File: config.mk
export PLATFORM = sky130hd
export DESIGN_NAME = sebs_top
export DESIGN_NICKNAME = d
export VERILOG_FILES = /design/src/verilog/sebs_pkg.sv /design/src/verilog/sebs_top.sv
export SDC_FILE = /design/constraint.sdc
export NUM_CORES = 2
export LEC_CHECK = 0
export ABC_AREA = 0
export BUFFER_PORTS_ARGS = -buffer_cell sky130_fd_sc_hd__buf_2
export CAP_MARGIN = 20
export CORE_UTILIZATION = 39
export CTS_CLUSTER_DIAMETER = 50
export CTS_CLUSTER_SIZE = 25
export DETAILED_ROUTE_END_ITERATION = 8
export SETUP_SLACK_MARGIN = 0.2
export SYNTH_ARGS = -nofsm -noshare
export SYNTH_HDL_FRONTEND = slang
export SYNTH_SLANG_ARGS = --single-unit
export TNS_END_PERCENT = 1
File: constraint.sdc
create_clock -name CLK -period 3.55 [get_ports CLK]
set_input_delay 0.71 -clock CLK [delete_from_list [all_inputs] [get_ports CLK]]
set_output_delay 0.71 -clock CLK [all_outputs]
set_load 0.03 [all_outputs]
File: src/verilog/sebs_pkg.sv
package sebs_pkg;
  localparam int CLK_KHZ = 40000;
  localparam int WRITE_TIME_US = 5000;
  // Longest time, so the division rounds down
  localparam int WRITE_CYCLES = WRITE_TIME_US * (CLK_KHZ / 1000);
  localparam int BYTE_BITS = 8;
  localparam int PAGE_BYTES = 16;
  localparam int PAGE_BITS = 4;
  localparam int RW_POS = 0;
  localparam int CS_LSB = 1;
  localparam int CS_BITS = 3;
  localparam int TYPE_LSB = 4;
  localparam int HIGH_BITS_DEFAULT = 0;
  localparam int FIFO_DEPTH_DEFAULT = 2;
  // Arbitrary value for the device type identifier
  localparam logic [3:0] DEVICE_TYPE_DEFAULT = 4'h5;
  localparam logic [7:0] MEM_RESET = 8'hff;
  localparam logic [3:0] BITCNT_FULL = 4'h8;

  typedef struct packed {
    logic scl;
    logic sda;
    logic [2:0] cs;
    logic wi;
  } sebs_pins_t;

  typedef enum {
    ST_IDLE,
    ST_DEV,
    ST_DEV_ACK,
    ST_ADDR,
    ST_ADDR_ACK,
    ST_WDATA,
    ST_WDATA_ACK,
    ST_RDATA,
    ST_RDATA_ACK
  } sebs_state_t;
endpackage

File: src/verilog/sebs_top.sv
`timescale 1ns/1ps
module sebs_top #(
  parameter int HIGH_BITS = sebs_pkg::HIGH_BITS_DEFAULT,
  parameter int WRITE_CYCLES = sebs_pkg::WRITE_CYCLES,
  parameter int FIFO_DEPTH = sebs_pkg::FIFO_DEPTH_DEFAULT,
  parameter logic [3:0] DEVICE_TYPE = sebs_pkg::DEVICE_TYPE_DEFAULT
) (
  input wire logic CLK,
  input wire logic RESET,
  input wire logic CE,
  input wire logic SCL,
  input wire logic SDA_IN,
  output logic SDA_OUT,
  output logic SDA_OE,
  input wire logic CHIP_SELECT_PIN_LOW,
  input wire logic CHIP_SELECT_PIN_MID,
  input wire logic CHIP_SELECT_PIN_HIGH,
  input wire logic WRITE_INHIBIT_PIN,
  output logic BUSY
);
  localparam int ADDR_W = sebs_pkg::BYTE_BITS + HIGH_BITS;
  localparam int MEM_BYTES = 1 << ADDR_W;
  localparam int PW = (FIFO_DEPTH > 1) ? $clog2(FIFO_DEPTH) : 1;
  localparam int CW = $clog2(FIFO_DEPTH + 1);
  localparam logic [CW-1:0] FIFO_FULL = CW'(FIFO_DEPTH);
  localparam logic [31:0] WC_LAST = 32'(WRITE_CYCLES - 1);

  function automatic logic sel_match(input logic [7:0] sel,
                                     input logic [2:0] cs);
    logic ok;
    ok = (sel[7:sebs_pkg::TYPE_LSB] == DEVICE_TYPE);
    for (int i = 0; i < sebs_pkg::CS_BITS; i++) begin
      // Positions taken by address bits skip the pin compare
      if (i >= HIGH_BITS &&
          sel[sebs_pkg::CS_LSB + i] != cs[i]) begin
        ok = 1'b0;
      end
    end
    return ok;
  endfunction

  function automatic logic [ADDR_W-1:0] join_addr(
      input logic [7:0] sel, input logic [7:0] low);
    logic [10:0] full;
    full = {sel[3:1], low};
    return full[ADDR_W-1:0];
  endfunction

  function automatic logic [PW-1:0] ptr_next(input logic [PW-1:0] p);
    return (p == PW'(FIFO_DEPTH - 1)) ? '0 : PW'(p + 1'b1);
  endfunction

  sebs_pkg::sebs_pins_t pin_a;
  sebs_pkg::sebs_pins_t pin_b;
  sebs_pkg::sebs_pins_t pin_c;
  sebs_pkg::sebs_state_t state;
  logic [3:0] bitcnt;
  logic [7:0] shift_in;
  logic [7:0] out_shift;
  logic [7:0] sel_byte;
  logic rw;
  logic mack;
  logic ack_done;
  logic wi_seen;
  logic [ADDR_W-1:0] addr;
  logic [7:0] page_data [sebs_pkg::PAGE_BYTES];
  logic [sebs_pkg::PAGE_BYTES-1:0] page_valid;
  logic [ADDR_W-sebs_pkg::PAGE_BITS-1:0] page_row;
  logic [7:0] mem [MEM_BYTES];
  logic [31:0] wc_count;
  logic [7:0] fifo_mem [FIFO_DEPTH];
  logic [PW-1:0] wr_ptr;
  logic [PW-1:0] rd_ptr;
  logic [CW-1:0] fifo_count;
  logic scl_rise;
  logic scl_fall;
  logic start_ev;
  logic stop_ev;
  logic reading;
  logic fill_valid;
  logic fill_ready;
  logic drain_valid;
  logic drain_ready;
  logic [7:0] drain_data;
  logic [ADDR_W-1:0] fetch_addr;
  logic page_store;
  logic page_clear;
  logic trigger;

  // Three flops on every pin; only pin_b and pin_c feed logic
  always_ff @(posedge CLK) begin
    if (RESET) begin
      pin_a <= '1;
      pin_b <= '1;
      pin_c <= '1;
    end else if (CE) begin
      pin_a <= {SCL, SDA_IN, CHIP_SELECT_PIN_HIGH, CHIP_SELECT_PIN_MID,
                CHIP_SELECT_PIN_LOW, WRITE_INHIBIT_PIN};
      pin_b <= pin_a;
      pin_c <= pin_b;
    end
  end

  assign scl_rise = ~pin_c.scl & pin_b.scl;
  assign scl_fall = pin_c.scl & ~pin_b.scl;
  // Data line disabled while the write cycle runs
  assign start_ev = pin_c.scl & pin_b.scl & pin_c.sda & ~pin_b.sda
                    & ~BUSY;
  assign stop_ev = pin_c.scl & pin_b.scl & ~pin_c.sda & pin_b.sda
                   & ~BUSY;

  assign reading = rw && (state == sebs_pkg::ST_DEV_ACK ||
                          state == sebs_pkg::ST_RDATA ||
                          state == sebs_pkg::ST_RDATA_ACK);
  assign fill_valid = reading;
  assign fill_ready = (fifo_count != FIFO_FULL);
  assign drain_valid = (fifo_count != '0);
  assign drain_data = fifo_mem[rd_ptr];
  // Prefetch runs ahead of the counter by the entries held
  assign fetch_addr = ADDR_W'(addr + ADDR_W'(fifo_count));
  assign drain_ready = scl_fall && !start_ev && !stop_ev &&
                       ((state == sebs_pkg::ST_DEV_ACK && rw) ||
                        (state == sebs_pkg::ST_RDATA_ACK && mack));
  assign page_store = scl_fall && !start_ev && !stop_ev && !wi_seen &&
                      state == sebs_pkg::ST_WDATA &&
                      bitcnt == sebs_pkg::BITCNT_FULL;
  assign page_clear = scl_fall && state == sebs_pkg::ST_ADDR &&
                      bitcnt == sebs_pkg::BITCNT_FULL;
  // Stop counts only in the slot right after an acked data byte
  // Its own clock rise has already shifted in that one bit
  assign trigger = stop_ev && state == sebs_pkg::ST_WDATA &&
                   bitcnt == 4'h1 && ack_done;

  assign SDA_OUT = 1'b0;

  // Inhibit level is caught from start through the address byte
  always_ff @(posedge CLK) begin
    if (RESET) begin
      wi_seen <= 1'b0;
    end else if (CE) begin
      if (start_ev) begin
        wi_seen <= pin_b.wi;
      end else if (state == sebs_pkg::ST_DEV ||
                   state == sebs_pkg::ST_DEV_ACK ||
                   state == sebs_pkg::ST_ADDR) begin
        wi_seen <= wi_seen | pin_b.wi;
      end
    end
  end

  always_ff @(posedge CLK) begin
    if (RESET) begin
      state <= sebs_pkg::ST_IDLE;
      bitcnt <= '0;
      shift_in <= '0;
      out_shift <= '0;
      sel_byte <= '0;
      rw <= 1'b0;
      mack <= 1'b0;
      ack_done <= 1'b0;
      addr <= '0;
      SDA_OE <= 1'b0;
    end else if (CE) begin
      if (start_ev) begin
        state <= sebs_pkg::ST_DEV;
        bitcnt <= '0;
        rw <= 1'b0;
        SDA_OE <= 1'b0;
      end else if (stop_ev) begin
        state <= sebs_pkg::ST_IDLE;
        SDA_OE <= 1'b0;
      end else if (scl_rise) begin
        case (state)
          sebs_pkg::ST_DEV, sebs_pkg::ST_ADDR, sebs_pkg::ST_WDATA: begin
            shift_in <= {shift_in[6:0], pin_b.sda};
            bitcnt <= 4'(bitcnt + 1'b1);
          end
          sebs_pkg::ST_RDATA: begin
            bitcnt <= 4'(bitcnt + 1'b1);
          end
          sebs_pkg::ST_RDATA_ACK: begin
            mack <= ~pin_b.sda;
          end
          default: begin
          end
        endcase
      end else if (scl_fall) begin
        case (state)
          sebs_pkg::ST_DEV: begin
            if (bitcnt == sebs_pkg::BITCNT_FULL) begin
              if (sel_match(shift_in, pin_b.cs)) begin
                sel_byte <= shift_in;
                rw <= shift_in[sebs_pkg::RW_POS];
                addr <= join_addr(shift_in, addr[7:0]);
                state <= sebs_pkg::ST_DEV_ACK;
                SDA_OE <= 1'b1;
              end else begin
                state <= sebs_pkg::ST_IDLE;
              end
            end
          end
          sebs_pkg::ST_DEV_ACK: begin
            bitcnt <= '0;
            if (rw) begin
              // First byte out at the current counter
              out_shift <= drain_data;
              SDA_OE <= ~drain_data[7];
              addr <= ADDR_W'(addr + 1'b1);
              state <= sebs_pkg::ST_RDATA;
            end else begin
              SDA_OE <= 1'b0;
              state <= sebs_pkg::ST_ADDR;
            end
          end
          sebs_pkg::ST_ADDR: begin
            if (bitcnt == sebs_pkg::BITCNT_FULL) begin
              addr <= join_addr(sel_byte, shift_in);
              ack_done <= 1'b0;
              state <= sebs_pkg::ST_ADDR_ACK;
              SDA_OE <= 1'b1;
            end
          end
          sebs_pkg::ST_ADDR_ACK: begin
            SDA_OE <= 1'b0;
            bitcnt <= '0;
            state <= sebs_pkg::ST_WDATA;
          end
          sebs_pkg::ST_WDATA: begin
            if (bitcnt == sebs_pkg::BITCNT_FULL) begin
              SDA_OE <= ~wi_seen;
              addr[3:0] <= 4'(addr[3:0] + 1'b1);
              state <= sebs_pkg::ST_WDATA_ACK;
            end
          end
          sebs_pkg::ST_WDATA_ACK: begin
            SDA_OE <= 1'b0;
            ack_done <= ~wi_seen;
            bitcnt <= '0;
            state <= sebs_pkg::ST_WDATA;
          end
          sebs_pkg::ST_RDATA: begin
            if (bitcnt == sebs_pkg::BITCNT_FULL) begin
              SDA_OE <= 1'b0;
              mack <= 1'b0;
              state <= sebs_pkg::ST_RDATA_ACK;
            end else begin
              out_shift <= {out_shift[6:0], 1'b0};
              SDA_OE <= ~out_shift[6];
            end
          end
          sebs_pkg::ST_RDATA_ACK: begin
            bitcnt <= '0;
            if (mack) begin
              out_shift <= drain_data;
              SDA_OE <= ~drain_data[7];
              addr <= ADDR_W'(addr + 1'b1);
              state <= sebs_pkg::ST_RDATA;
            end else begin
              state <= sebs_pkg::ST_IDLE;
            end
          end
          default: begin
            SDA_OE <= 1'b0;
          end
        endcase
      end
    end
  end

  // Page latch gathers the row; excess bytes overwrite in place
  always_ff @(posedge CLK) begin
    if (RESET) begin
      page_valid <= '0;
      page_row <= '0;
      for (int i = 0; i < sebs_pkg::PAGE_BYTES; i++) begin
        page_data[i] <= '0;
      end
    end else if (CE) begin
      if (page_clear) begin
        page_valid <= '0;
      end else if (page_store) begin
        page_data[addr[3:0]] <= shift_in;
        page_valid[addr[3:0]] <= 1'b1;
        page_row <= addr[ADDR_W-1:sebs_pkg::PAGE_BITS];
      end
    end
  end

  // Memory updates in one step when the timed cycle ends
  always_ff @(posedge CLK) begin
    if (RESET) begin
      BUSY <= 1'b0;
      wc_count <= '0;
      for (int i = 0; i < MEM_BYTES; i++) begin
        mem[i] <= sebs_pkg::MEM_RESET;
      end
    end else if (CE) begin
      if (trigger) begin
        BUSY <= 1'b1;
        wc_count <= WC_LAST;
      end else if (BUSY) begin
        if (wc_count == '0) begin
          BUSY <= 1'b0;
          for (int i = 0; i < sebs_pkg::PAGE_BYTES; i++) begin
            if (page_valid[i]) begin
              mem[{page_row, 4'(i)}] <= page_data[i];
            end
          end
        end else begin
          wc_count <= 32'(wc_count - 1'b1);
        end
      end
    end
  end

  // FIFO_DEPTH-entry prefetch, two by default; fill stalls while full, so no byte is lost
  always_ff @(posedge CLK) begin
    if (RESET) begin
      wr_ptr <= '0;
      rd_ptr <= '0;
      fifo_count <= '0;
      for (int i = 0; i < FIFO_DEPTH; i++) begin
        fifo_mem[i] <= '0;
      end
    end else if (CE) begin
      if (!reading) begin
        wr_ptr <= '0;
        rd_ptr <= '0;
        fifo_count <= '0;
      end else begin
        if (fill_valid && fill_ready) begin
          fifo_mem[wr_ptr] <= mem[fetch_addr];
          wr_ptr <= ptr_next(wr_ptr);
        end
        if (drain_valid && drain_ready) begin
          rd_ptr <= ptr_next(rd_ptr);
        end
        if ((fill_valid && fill_ready) &&
            !(drain_valid && drain_ready)) begin
          fifo_count <= CW'(fifo_count + 1'b1);
        end else if (!(fill_valid && fill_ready) &&
                     (drain_valid && drain_ready)) begin
          fifo_count <= CW'(fifo_count - 1'b1);
        end
      end
    end
  end
endmodule

## Word level (Yosys, flattened, before mapping)

Memories as Yosys holds them, arrays and structs flattened. A register that Yosys moved wholly into a read port is not among the register bits.
Cells that the tools add are included.

- Bits in registers: 135
- Latch bits: 0
- Memory bits (writable): 2,192
- Memory bits (read-only): 0
- Bits of input ports: 9
- Word-level logic and storage cells: 459
- Memories kept: 3

- $add $sub $neg: 9
- $mul: 0
- Div/mod/pow operators: 0
- Order comparisons: 2
- Eq/ne operators: 41
- Shift-type cells: 0
- Mux-type cells: 265
- Bitwise logic cells: 23
- Reduce and logical (&&, ||, !) cells: 88

Memories:

| memory | depth | width | rd ports | clocked after memory_dff | wr ports | line | source |
|---|---|---|---|---|---|---|---|
| mem | 256 | 8 | 1 | 0 | 256 | sebs_top.sv:69 | `logic [7:0] mem [MEM_BYTES];` |
| page_data | 16 | 8 | 16 | 0 | 16 | sebs_top.sv:66 | `logic [7:0] page_data [sebs_pkg::PAGE_BYTES];` |
| fifo_mem | 2 | 8 | 1 | 1 | 2 | sebs_top.sv:71 | `logic [7:0] fifo_mem [FIFO_DEPTH];` |

Operator list:

| kind | count |
|---|---|
| 32-bit 2-to-1 mux | 11 |
| 8-bit 2-to-1 mux | 37 |
| 32-bit case mux with 7 select lines | 1 |
| 32-bit by 3-bit == test with 1-bit output, second input constant | 6 |
| 1-bit 2-to-1 mux | 191 |
| 8-bit OR reduction | 18 |
| 32-bit by 2-bit == test with 1-bit output, second input constant | 3 |
| 32-bit by 4-bit == test with 1-bit output, second input constant | 3 |
| 32-bit by 1-bit == test with 1-bit output, second input constant | 1 |
| 32-bit by 5-bit == test with 1-bit output, second input constant | 1 |
| 32-bit zero test | 1 |
| 16-bit 2-to-1 mux | 2 |
| 4-bit 2-to-1 mux | 8 |
| 32-bit by 1-bit subtractor with 32-bit output, second input constant | 1 |
| 2-bit nonzero test | 12 |
| 7-bit 2-to-1 mux | 3 |
| 7-bit case mux with 3 select lines | 1 |
| 7-bit AND reduction | 3 |
| 4-bit inequality test, second input constant | 5 |
| 1-bit logical AND | 19 |
| 9-bit AND reduction | 2 |
| 2-bit inequality test, second input constant | 8 |
| 16-bit bitwise OR | 1 |
| 4-bit case mux with 4 select lines | 1 |
| other kinds (38) | 89 |

## Logic depth before layout (Yosys ltp)

- Depth after elaboration: 19
- Mapped depth: 15
- Depth with buffers taken out: 11

## Worst setup path before layout

OpenSTA, ideal clock, no wires.

- Path type: flip-flop to flip-flop
- From: reg fifo_count[0]
- To: mem fifo_mem[0][5], data pin
- Library setup time: 0.256 ns
- Arrival: 3.685 ns
- Data required time: 3.294 ns
- Path slack: -0.391 ns
- Stages on the path, launching flop included: 13
- Period minus slack after synthesis: 3.941 ns
- Cells stage by stage: dfxtp_1 > ha_1 > inv_1 > fa_1 > xnor2_1 > buf_4 > buf_4 > mux4_2 > nand2_1 > a21oi_1 > o41ai_1 > nand3_1 > a22o_1

RTL lines:

| element | line | source |
|---|---|---|
| start, declared | sebs_top.sv:74 | `logic [CW-1:0] fifo_count;` |
| start signal, assigned | sebs_top.sv:340 | `fifo_count <= CW'(fifo_count + 1'b1);` |
| start signal, assigned | sebs_top.sv:343 | `fifo_count <= CW'(fifo_count - 1'b1);` |
| end, declared | sebs_top.sv:71 |  |

==> impl_metrics.tcl <==
set metrics [dict create \
    outcome "finished, violations left" \
    violations "setup timing" \
    required_ns 4.19 \
    swShare_pct 23.8 \
    clockPowerShare_pct 42.8 \
    period_share_pct 113 \
    root_buffer "clkbuf_16" \
    hold_slack_ns 0.0659 \
    max_stage_delay_ns 0.86 \
    ys.flop_type "edfxtp_1" \
    p_int_uw 45100 \
    numCtsBuffers 216 \
    r2r-end "fifo_mem[1][4]$_SDFFCE_PN0P_" \
    ys_async_sr_fraction_pct 0 \
    layout_commonest_cell "edfxtp_1" \
    synth_area_sq_um 101000 \
    hp-class "input pin to flip-flop" \
    first_iter_violations 13300 \
    period_needed_ns 4.02 \
    ys_seq_area_share_pct 67.1 \
    crit_start "fifo_count[0]$_SDFFE_PP0P_" \
    combPwrFrac_pct 4.2 \
    cts_tree "built" \
    reg2reg_slack_ns -0.47 \
    fmax_ghz 0.249 \
    syn_nets 7382 \
    avgSynthCellArea_sq_um 13.8 \
    crit_slowest_cell "fa_4" \
    setup_viol 16 \
    path_cells "ha_4 > inv_2 > fa_4 > buf_12 > buf_12 > buf_12 > buf_12 > buf_16 > buf_12 > mux4_2 > mux4_2 > a22o_1 > o31ai_2 > a21oi_1" \
    synth_edf_count 2192 \
    worstReg2RegStart "fifo_count[0]$_SDFFE_PP0P_" \
    finalPower_uw 59200 \
    grt_usage_pct 31.4 \
    crit_top_cell "buf_12" \
    synth_cells 7358 \
    final_cell_mix "2192 x edfxtp_1, 2118 x nand2_1, 827 x buf_4, 536 x mux4_2, 256 x buf_12" \
    fin_setup_tns_ns -5.92 \
    critPathCapture "fifo_mem[1][4]$_SDFFCE_PN0P_" \
    fin_util_pct 48.6 \
    cts.clk_slew.worst_paths_ns 0.06 \
    leakage_uw 0.0416 \
    p_sw_uw 14100 \
    fin_ws_ns -0.474 \
    die_w_um 512 \
    cp-start-kind "flip-flop" \
    grt_pass1_vias 68100 \
    dr.pass1.iters 8 \
    crit_path_end_kind "flip-flop" \
    critPathArrivalTime_ns 4.67 \
    detail-route-antenna-nets 0 \
    final_hold_viol_count 0 \
    clock_latency_ns 0.92 \
    dpl_cell_area_sq_um 114000 \
    rsz0062_at_grt "true" \
    grt_max_degree 139 \
    final_layout_size_suffix_gt1_share_pct 31.7 \
    worstMarginPinSlew_ns 1.31 \
    maxCapViolCount 0 \
    drcViolationCount 0 \
    seqPwrFrac_pct 52.9 \
    yosysWarnings 0 \
    post_drt_wl_per_cell_um 35.8 \
    report.final.slew_viol_count 0 \
    die-area_sq_um 262000 \
    cts.sinks 2300 \
    finalInstanceArea_sq_um 125000 \
    crit_fanout 8 \
    clock_path_buffers 3 \
    rows 186 \
    overflow 0 \
    synth_seq_cells 2300 \
    drt_wl_total_um 418000 \
    ctsHtreeMaxLevel 4 \
    reg2regPathDepth 14 \
    coreArea_sq_um 258000 \
    crit_type "flip-flop to flip-flop" \
    ios 12 \
    slew_headroom_pct 12.5 \
    synth_cell_type_count 79 \
    cellPowerDensity_nw_per_um2 473 \
    start_util_pct 39.3 \
    grt_pass1_wl_um 561000 \
    nets 8097 \
    num_vias 71100 \
    dpl.hpwl_um 280000 \
    antenna_found_initial 21 \
    gp_congestion 1.07 \
    syn2layout_area_growth_pct 23.5 \
    final.setup_skew_ns 0.0571 \
    fillCellCount 21800 \
    ir_drop_mv 0.548 \
    portBuffers 10 \
    fp.dieH_um 512 \
    avgViaCountPerCell 6.11 \
]
-- synth_stat cells (13+ instances only) --
cell | instances | share of area, %
inv_1 | 20 | 0.074
a21oi_1 | 78 | 0.39
buf_2 | 179 | 0.88
mux2i_1 | 132 | 1.3
dfxtp_1 | 108 | 2.1
buf_1 | 29 | 0.11
or3_1 | 15 | 0.093
a22oi_1 | 38 | 0.28
a32oi_1 | 16 | 0.14
nor2_4 | 30 | 0.33
nor2b_1 | 13 | 0.080
o21ai_1 | 101 | 0.50
o21ai_0 | 216 | 1.1
nand3_1 | 107 | 0.53
nor2_2 | 72 | 0.44
nor3_1 | 43 | 0.21
o211ai_1 | 15 | 0.11
buf_4 | 50 | 0.37
nor2_1 | 185 | 0.69
mux4_2 | 536 | 12
a31oi_1 | 19 | 0.12
ha_1 | 14 | 0.17
clkbuf_1 | 416 | 1.5
and2_1 | 133 | 0.82
edfxtp_1 | 2192 | 65
o22ai_1 | 14 | 0.086
xnor2_1 | 21 | 0.18
nand2_1 | 2349 | 8.7
nand4_1 | 25 | 0.15
-- worst min-delay path by stage --
stage                         startpoint                   endpoint  cells past startpoint
3_3_place_gp   wc_count[14]$_SDFFE_PP0P_  wc_count[14]$_SDFFE_PP0P_                      2
5_1_grt              CHIP_SELECT_PIN_MID      pin_a[2]$_SDFFE_PP1P_                      3
2_1_floorplan   wc_count[0]$_SDFFE_PP0P_   wc_count[0]$_SDFFE_PP0P_                      1
4_1_cts              CHIP_SELECT_PIN_MID      pin_a[2]$_SDFFE_PP1P_                      3
6_report             CHIP_SELECT_PIN_MID      pin_a[2]$_SDFFE_PP1P_                      3
3_5_place_dp    wc_count[0]$_SDFFE_PP0P_   wc_count[0]$_SDFFE_PP0P_                      1
-- cells by family (layout without fill, tap and decap cells) --
logic type               Yosys count  after routing  share of synthesized area [%]
flip-flops                      2300           2300                           67.1
AO/OA/AOI/OAI                    585            585                           3.45
buffers and inverters            698           1606                           3.01
multiplexers                     678            678                           13.3
adder cells (fa/ha/maj)           15             15                          0.193
XOR/XNOR                          31             31                          0.268
AND/OR/NAND/NOR                 3050           3050                           12.6
other                              1              3                        0.00370
-- stage by stage --
step	setup WS, ns	std cells
after CTS	-0.490	11600
final	-0.474	11700
after floorplan	-0.000721	7358
after detailed placement	-0.805	11100
after global placement	-2.18	11100
after global routing	-0.508	11700
-- repair_timing --
item | 4_1_cts | 5_1_grt
hold buffers | 4 | 0
pin swaps | 147 | 159
buffers inserted | 58 | 18
resized for setup | 331 | 300
endpoints found under the setup margin | 3176 | 2088
cloned | 10 | 5
hold endpoints to repair | 4 | 0
-- power groups by stage --
stage	clock (uW)	sequential [uW]	combinational, uW
finish	25400	31300	2490
global route	26300	31400	2520
CTS	25500	31300	2380
detailed placement	0	31900	2330
global placement	0	31900	2310
floorplan	0	31700	1020
-- registers in the layout, summed over array words and instances, names as in the netlist, 2 cells and up, named ones only --
| register | count |
|---|---|
| state | 4 |
| page_data | 128 |
| wc_count | 32 |
| shift_in | 8 |
| pin_a | 6 |
| bitcnt | 4 |
| pin_c | 2 |
| out_shift | 7 |
| page_row | 4 |
| pin_b | 6 |
| addr | 8 |
| page_valid | 16 |
| mem | 2048 |
| fifo_mem | 16 |
| fifo_count | 2 |
-- routing by layer --
metal  share of wire [%]  track usage [%]
met1                  35             41.2
met2                  43             45.6
met3                  15             9.98
met4                 7.0             18.7
met5               0.020                0
-- critical path: cells and delay by family, from the launching register on --
| kind | cells | cell delay (ns) |
|---|---|---|
| buffers and inverters | 7 | 0.80 |
| DFF | 1 | 0.35 |
| AOI/OAI and AO/OA | 3 | 0.58 |
| muxes | 2 | 1.03 |
| adders and majority gates | 2 | 1.00 |
-- cell type report --
cell class	instances	area (sq um)	area share [%]
Antenna cell	2	5.00	0.00400
Clock buffer	232	5540	4.43
Clock inverter	179	2270	1.81
Inverter	22	90.1	0.0720
Multi-Input combinational cell	4360	32300	25.8
Sequential cell	2300	68000	54.3
Tap cell	3384	4230	3.38
Timing Repair Buffer	1173	12700	10.2
Note: power is estimated with default switching activity, not from simulation.
